===== config.mk =====
export PLATFORM = sky130hd
export DESIGN_NAME = cca_top
export DESIGN_NICKNAME = d
export VERILOG_FILES = /design/src/design/cca_fifo.v /design/src/design/cca_top.v
export VERILOG_INCLUDE_DIRS = /design/src /design/src/design
export SDC_FILE = /design/constraint.sdc
export NUM_CORES = 2
export LEC_CHECK = 0
export ABC_AREA = 1
export BUFFER_PORTS_ARGS = -buffer_cell sky130_fd_sc_hd__buf_2
export CAP_MARGIN = 20
export CORE_ASPECT_RATIO = 0.9
export CORE_MARGIN = 4
export CORE_UTILIZATION = 58
export DETAILED_ROUTE_END_ITERATION = 8
export PLACE_DENSITY_LB_ADDON = 0.12
export SYNTH_ARGS = -nofsm -noshare
export SYNTH_HDL_FRONTEND = slang
export SYNTH_SLANG_ARGS = --single-unit

===== constraint.sdc =====
create_clock -name clk_i -period 9.05 [get_ports clk_i]
set_clock_uncertainty 0.1 [all_clocks]
set_input_delay 0.905 -clock clk_i [delete_from_list [all_inputs] [get_ports clk_i]]
set_output_delay 0.905 -clock clk_i [all_outputs]
set_load 0.02 [all_outputs]

===== src/design/cca_defines.vh =====
// constants for the convolver cascade alignment block
`ifndef CCA_DEFINES_VH
`define CCA_DEFINES_VH
// initialization word field positions
`define CCA_INIT_W        9
`define CCA_MODE_BIT      0
`define CCA_DLY_LO        1
`define CCA_DLY_HI        2
`define CCA_SHF_LO        7
`define CCA_SHF_HI        8
`define CCA_INIT_RST      9'h000
// data widths
`define CCA_PIX_W         8
`define CCA_COEF_W        8
`define CCA_CAS_W         16
`define CCA_RES_W         20
`define CCA_PROD_W        16
// shift codes
`define CCA_SHF_0         2'h0
`define CCA_SHF_2         2'h1
`define CCA_SHF_4         2'h2
// fifo shape
`define CCA_FIFO_DEPTH    8
`define CCA_FIFO_AW       3
`endif


===== src/design/cca_fifo.v =====
// parameterised valid/ready fifo used in the result path
`timescale 1ns/1ns
module cca_fifo #(
   parameter WIDTH = 20,
   parameter DEPTH = 8,
   parameter AW    = 3
) (
   input  wire             clk_i,
   input  wire             rst_i,
   input  wire [WIDTH-1:0] in_data_i,
   input  wire             in_valid_i,
   output wire             in_ready_o,
   output wire [WIDTH-1:0] out_data_o,
   output wire             out_valid_o,
   input  wire             out_ready_i
);
   // ==========================================================
   // storage and pointers
   reg [WIDTH-1:0] mem [0:DEPTH-1];   // word store
   reg [AW-1:0]    wr_q;              // write pointer
   reg [AW-1:0]    rd_q;              // read pointer
   reg [AW:0]      cnt_q;             // fill level
   wire            push;
   wire            pop;
   assign in_ready_o  = (cnt_q != DEPTH[AW:0]);
   assign out_valid_o = (cnt_q != {(AW+1){1'b0}});
   assign push = in_valid_i & in_ready_o;
   assign pop  = out_valid_o & out_ready_i;
   assign out_data_o = mem[rd_q];
   // ==========================================================
   // memory write, no reset needed on data
   always @(posedge clk_i) begin
      if (push) begin
         mem[wr_q] <= in_data_i;
      end
   end
   // pointer and level update
   always @(posedge clk_i or posedge rst_i) begin
      if (rst_i) begin
         wr_q  <= {AW{1'b0}};
         rd_q  <= {AW{1'b0}};
         cnt_q <= {(AW+1){1'b0}};
      end else begin
         if (push) begin
            wr_q <= wr_q + {{(AW-1){1'b0}}, 1'b1};
         end
         if (pop) begin
            rd_q <= rd_q + {{(AW-1){1'b0}}, 1'b1};
         end
         // simultaneous push and pop keeps the level
         if (push & ~pop) begin
            cnt_q <= cnt_q + {{AW{1'b0}}, 1'b1};
         end else if (pop & ~push) begin
            cnt_q <= cnt_q - {{AW{1'b0}}, 1'b1};
         end
      end
   end
endmodule


===== src/design/cca_top.v =====
// cascade alignment datapath of a 3x3 convolver
`timescale 1ns/1ns
`include "cca_defines.vh"
module cca_top (
   input  wire        clk_i,
   input  wire        rst_i,
   input  wire [7:0]  pixel_in_i,       // pixel_in stream
   input  wire        pixel_valid_i,    // pixel present this cycle
   output reg         pixel_ready_o,    // pixel accepted
   input  wire [15:0] cascade_in_i,     // cascade_in bus
   input  wire [71:0] coef_i,           // nine coefficients, a in low byte
   input  wire [8:0]  init_data_i,      // initialization word to write
   input  wire        load_strobe_n_i,  // low writes init word at the edge
   output reg  [19:0] result_out_o,     // result_out
   output reg         result_valid_o,   // result present
   input  wire        result_ready_i,   // sink may stall
   output reg  [8:0]  init_o            // current initialization word
);
   // ==========================================================
   // configuration
   reg  [8:0]  init_q;                 // initialization register
   wire        cas_mode;
   wire [1:0]  dly_sel;
   wire [1:0]  shf_sel;
   assign cas_mode = init_q[`CCA_MODE_BIT];
   assign dly_sel  = init_q[`CCA_DLY_HI:`CCA_DLY_LO];
   assign shf_sel  = init_q[`CCA_SHF_HI:`CCA_SHF_LO];
   // write lands on the sampling edge even mid-frame
   // the strobe is a level: each edge it is low reloads the word,
   // so a long strobe simply writes the same value again
   always @(posedge clk_i or posedge rst_i) begin
      if (rst_i) begin
         init_q <= `CCA_INIT_RST;
      end else if (!load_strobe_n_i) begin
         init_q <= init_data_i;
      end
   end
   // ==========================================================
   // stall: pipeline advances only while fifo has room
   // a refused pixel is simply not taken and gets no acknowledge;
   // the taps, window and cascade word below move only when a pixel is taken
   wire        fifo_ready;             // fifo stores fewer than depth words
   wire        room;                   // fifo also fits the result in flight
   wire        adv;                    // pixel taken at this edge
   assign adv = pixel_valid_i & fifo_ready & room;
   // ==========================================================
   // programmable pixel input delay, 0..3 stages
   reg  [7:0]  dly_q [0:2];            // delay taps
   reg  [7:0]  pix_d;                  // delayed pixel
   integer     i;                      // window reset index
   // taps move only with taken pixels, so a stall keeps them in step
   always @(posedge clk_i or posedge rst_i) begin
      if (rst_i) begin
         dly_q[0] <= 8'h00;
         dly_q[1] <= 8'h00;
         dly_q[2] <= 8'h00;
      end else if (adv) begin
         dly_q[0] <= pixel_in_i;
         dly_q[1] <= dly_q[0];
         dly_q[2] <= dly_q[1];
      end
   end
   // tap select, code 2 and 3 give the cascade alignment delays
   // code 0 passes the pin straight through, no register in the way
   always @* begin
      case (dly_sel)
         2'h0:    pix_d = pixel_in_i;
         2'h1:    pix_d = dly_q[0];
         2'h2:    pix_d = dly_q[1];
         2'h3:    pix_d = dly_q[2];
         default: pix_d = pixel_in_i;
      endcase
   end
   // ==========================================================
   // cascade input scaling; upstream already picked its slice
   // the left shift undoes the upstream slice offset, so the word
   // lands back on the bit weights of the upstream result
   reg  [19:0] cas_shf;                // aligned cascade word
   always @* begin
      case (shf_sel)
         `CCA_SHF_0: cas_shf = {4'h0, cascade_in_i};
         `CCA_SHF_2: cas_shf = {2'h0, cascade_in_i, 2'h0};
         `CCA_SHF_4: cas_shf = {cascade_in_i, 4'h0};
         default:    cas_shf = {4'h0, cascade_in_i};
      endcase
   end
   // ==========================================================
   // window of three rows by three columns
   // row 0 = bottom (local pixel), rows 1,2 from cascade in cascade mode
   // the input delay acts on the local row only; rows fed from
   // external buffers must be aligned by whatever drives them
   // a mode change does not clear the upper rows: stale words
   // leave the window after three taken pixels
   reg  [7:0]  win_q [0:8];            // pixel window, index row*3+col
   reg  [7:0]  row1_in;
   reg  [7:0]  row2_in;
   always @* begin
      // without external buffers upper rows are fed with zero
      if (cas_mode) begin
         row1_in = cascade_in_i[7:0];
         row2_in = cascade_in_i[15:8];
      end else begin
         row1_in = 8'h00;
         row2_in = 8'h00;
      end
   end
   always @(posedge clk_i or posedge rst_i) begin
      if (rst_i) begin
         for (i = 0; i < 9; i = i + 1) begin
            win_q[i] <= 8'h00;
         end
      end else if (adv) begin
         win_q[0] <= pix_d;
         win_q[1] <= win_q[0];
         win_q[2] <= win_q[1];
         win_q[3] <= row1_in;
         win_q[4] <= win_q[3];
         win_q[5] <= win_q[4];
         win_q[6] <= row2_in;
         win_q[7] <= win_q[6];
         win_q[8] <= win_q[7];
      end
   end
   // ==========================================================
   // nine unsigned products summed in one cycle
   // nine 16-bit products need at most 20 bits, so the local sum
   // never wraps; only the cascade add below can
   reg  [19:0] sum;                    // local sum of products
   reg  [15:0] prod;                   // one product
   integer     n;                      // product index, own to this process
   always @* begin
      sum  = 20'h00000;
      prod = 16'h0000;
      for (n = 0; n < 9; n = n + 1) begin
         prod = win_q[n] * coef_i[n*8 +: 8];
         sum  = sum + {4'h0, prod};
      end
   end
   // chained mode: add aligned upstream partial sum
   // cas_q is caught with the taken pixel, so it pairs with that window
   reg  [19:0] res_d;                  // result before fifo
   reg         res_v_q;                // window holds fresh data
   reg  [19:0] cas_q;                  // cascade word aligned to window
   always @(posedge clk_i or posedge rst_i) begin
      if (rst_i) begin
         cas_q   <= 20'h00000;
         res_v_q <= 1'b0;
      end else begin
         if (adv) begin
            cas_q <= cas_shf;
         end
         res_v_q <= adv;
      end
   end
   always @* begin
      if (cas_mode) begin
         res_d = sum;
      end else begin
         res_d = sum + cas_q;
      end
   end
   // ==========================================================
   // result fifo; its full flag stalls the pixel intake
   // depth 8 absorbs short sink stalls without stopping the stream
   wire [19:0] f_data;
   wire        f_valid;
   wire        f_pop;
   cca_fifo #(
      .WIDTH (`CCA_RES_W),
      .DEPTH (`CCA_FIFO_DEPTH),
      .AW    (`CCA_FIFO_AW)
   ) u_fifo (
      .clk_i       (clk_i),
      .rst_i       (rst_i),
      .in_data_i   (res_d),
      .in_valid_i  (res_v_q),
      .in_ready_o  (fifo_ready),
      .out_data_o  (f_data),
      .out_valid_o (f_valid),
      .out_ready_i (f_pop)
   );
   // pop when the output register is empty or being emptied
   assign f_pop = f_valid & (~result_valid_o | result_ready_i);
   // ==========================================================
   // fifo level mirror: stored words plus the result in flight
   // the fifo's own ready flag looks at stored words only, so a pixel
   // taken while the last slot fills would have its result refused a
   // cycle later and lost; counting the word in flight closes that gap
   // at the price of one idle intake cycle when the fifo is nearly full
   reg  [3:0]  lvl_q;                  // words held by the fifo
   wire [3:0]  lvl_room;               // held words plus the one in flight
   assign lvl_room = lvl_q + {3'h0, res_v_q};
   assign room     = (lvl_room < 4'h8);           // 4'h8 is the fifo depth
   // push is res_v_q itself: the room check keeps the fifo from refusing
   always @(posedge clk_i or posedge rst_i) begin
      if (rst_i) begin
         lvl_q <= 4'h0;
      end else if (res_v_q & ~f_pop) begin
         lvl_q <= lvl_q + 4'h1;                   // push only
      end else if (f_pop & ~res_v_q) begin
         lvl_q <= lvl_q - 4'h1;                   // pop only
      end
   end
   // ==========================================================
   // registered outputs
   // result_valid_o stands until the sink takes the word
   always @(posedge clk_i or posedge rst_i) begin
      if (rst_i) begin
         result_out_o   <= 20'h00000;
         result_valid_o <= 1'b0;
         pixel_ready_o  <= 1'b0;
         init_o         <= `CCA_INIT_RST;
      end else begin
         if (f_pop) begin
            result_out_o   <= f_data;
            result_valid_o <= 1'b1;
         end else if (result_ready_i) begin
            result_valid_o <= 1'b0;
         end
         pixel_ready_o <= adv;
         init_o        <= init_q;
      end
   end
endmodule


==> run summary <==
Start of the worst register-to-register path: win_q[39]$_DFFE_PP0P_
Final GP Congestion: 0.930
Start point of the worst min-delay path: init_q[6]$_DFFE_PP0N_
Hold Path Class: register to register
DRT Pass-1 Iters: 5
Top cells by area, synth: fa_1 (31%), edfxtp_1 (13%), inv_1 (12%)
Critical path's slowest cell: fa_1
Slew Limit Fails: 0
Post-synth net total: 5,069
Post-synth EDFFs: 160
Post-route cell area: 40,200 um^2
Critical Path Start Type: register
Max incr delay on CP: 630 ps
Clock slew at reported path FFs: 50 ps
Fill count: 5,187
Nets@finish: 5,300
First-pass GRT wire length: 149 mm
Post-place setup slack: -426 ps
Synth area leader: fa_1
Remaining global-route overflow: 0
Post-route DRC: 0
Asr flop ratio synth: 0.515
Post-synth top area share: 0.305
Largest net degree at the start of global routing: 103
Outcome: finished clean
HPWL Detailed: 75.1 mm
Layout area overhead: 12.4%
Num CTS Buffers: 38
Vias in the first global route: 27.0k
Cell Rows: 86
DRT iter0 DRCs: 2,004
TNS Setup: 0 ps
Critical path class: register to register
Slew HR: 0.336
Register area share after synthesis: 0.253
Die height: 244 um
Worst EP required: 9230 ps
Crit path arrival time: 8880 ps
Longest Clk Path Bufs: 3
Cells after DPL: 5,076
Hold Buf Count CTS: 0
Reg area: 9120 um^2
Final Worst Setup Slack: 349 ps
Crit-path most repeated cell: fa_1
Placed Area: 38,400 um^2
Synth Flop Type: dfrtp_1
Final Setup Violations: 0
Worst-path maximum fanout: 8
Initial antenna violation count: 3
Clock latency at the later pin of the worst-skew pair: 580 ps
Fin cells: 5,182
Sink Count: 330
Routed wire length: 93.3 mm
Syn_area_per_cell: 8.67 um^2
Final hold viol count: 0
Via count: 26.4k
Die Wd: 270 um
Multi-input gate area: 21,800 um^2
Routed Antenna Nets: 0
CTS tree: built
Post-layout minimum cycle time: 8700 ps
Layout cells sized above 1: 0.134
Avg WL per Cell: 18.0 um
Vias/cell: 5.09
Synth cell count leaders: inv_1 (1,168), nand2_1 (1,001), fa_1 (546)
CTS H-tree lvls: 2
Max Cap Viol: 0
Die ar.: 65,700 um^2
Gr usage total: 0.290
Crit. Startpoint: win_q[39]$_DFFE_PP0P_
Starting Density: 0.585
Mapped Cells: 4,126
Final period util: 0.961
Core Footprint: 61,100 um^2
Yosys cell types: 44
Measured slew at the worst slew-check pin: 996 ps
Crit. End Element: register
Count leader, synth: inv_1
Flops & latches, synth: 330
Yosys warning count: 0
# port buffers: 140
Cell Area, Synth: 35,800 um^2
CTS Root Cell: clkbuf_16
F_max: 0.115 GHz
I/O pin cnt: 141
==> metal layers <==
layer  GRT usage  vias up  share of wire  routed length [um]
li1            -    12528              -                   -
met1       0.396    12906           0.42               39600
met2       0.483      752           0.48               44800
met3      0.0381      181          0.053                4940
met4       0.103        0          0.042                3950
met5           0        -              0                   0
==> final timing paths <==
path                       slack (ps)                           to  depth (start not counted)
max                               350  u_fifo.mem[2][17]$_DFFE_PP_                         34
min                               260          init_o[6]$_DFF_PP0_                          0
max reg2reg                       350  u_fifo.mem[2][17]$_DFFE_PP_                         34
min reg2reg                       260          init_o[6]$_DFF_PP0_                          0
max in group asynchronous        6870        win_q[63]$_DFFE_PP0P_                          3
min in group asynchronous         400          init_o[6]$_DFF_PP0_                          2
==> layout make-up <==
type                       count  area share
tap                          792      0.0246
clock inverter                14     0.00355
sequential                   330       0.227
antenna                        4    0.000249
inverter                    1171       0.110
clock buffer                  55      0.0265
multi-input combinational   2412       0.541
timing repair buffer         404      0.0676
==> metrics by stage <==
| step | util | hold slack [ps] |
|---|---|---|
| finish | 0.658 | 265 |
| global route | 0.658 | 269 |
| CTS | 0.647 | 266 |
| detailed placement | 0.628 | 254 |
| global placement | 0.628 | 250 |
| floorplan | - | 249 |
==> kinds of logic (layout without fill, tap and decap cells) <==
kind of cell	after synthesis	count (layout)	synth area share
multiplexers	4	4	0.00126
XOR/XNOR	22	22	0.00539
AO/OA/AOI/OAI	314	314	0.0516
other	0	4	0
flip-flops	330	330	0.253
AND/OR/NAND/NOR	1239	1239	0.135
adder cells (fa/ha/maj)	833	833	0.406
buffers and inverters	1384	1644	0.148
==> flip-flops by register name (all words and copies together), names as in the netlist, 3 cells and up <==
register and flops:
u_fifo.wr_q 3, u_fifo.rd_q 3, u_fifo.mem 160, init_q 9, cas_q 20, dly_q 24
lvl_q 4, result_out_o 20, u_fifo.cnt_q 4, init_o 9, win_q 72
==> worst max-delay path, delay by kind of cell, from the launching register on <==
| kind | cells | cell delay, ps |
|---|---|---|
| buffers and inverters | 9 | 750 |
| AOI/OAI and AO/OA | 2 | 320 |
| DFF | 1 | 460 |
| adders and majority gates | 12 | 5560 |
| xor gates and xnor gates | 1 | 230 |
| and+or+nand+nor | 10 | 980 |
==> cell usage in the layout, fill, tap and decap left out, types with 46 or more instances in the layout <==
master,netlist,final
buf_2,9,141
buf_4,9,258
dfrtp_1,170,124
dfrtp_2,0,46
edfxtp_1,160,160
fa_1,546,534
ha_1,287,275
inv_1,1168,1167
nand2_1,1001,987
nand3_1,63,59
nor2_1,145,135
o21ai_0,137,135
==> timing repair <==
action,in CTS,in global routing
pin swaps,0,39
gates resized for setup,1,110
setup buffers,0,33
setup endpoints to repair,8,96
Power is not shown: default switching activity piles up to over one toggle a cycle in this logic, so the estimate is an artifact.
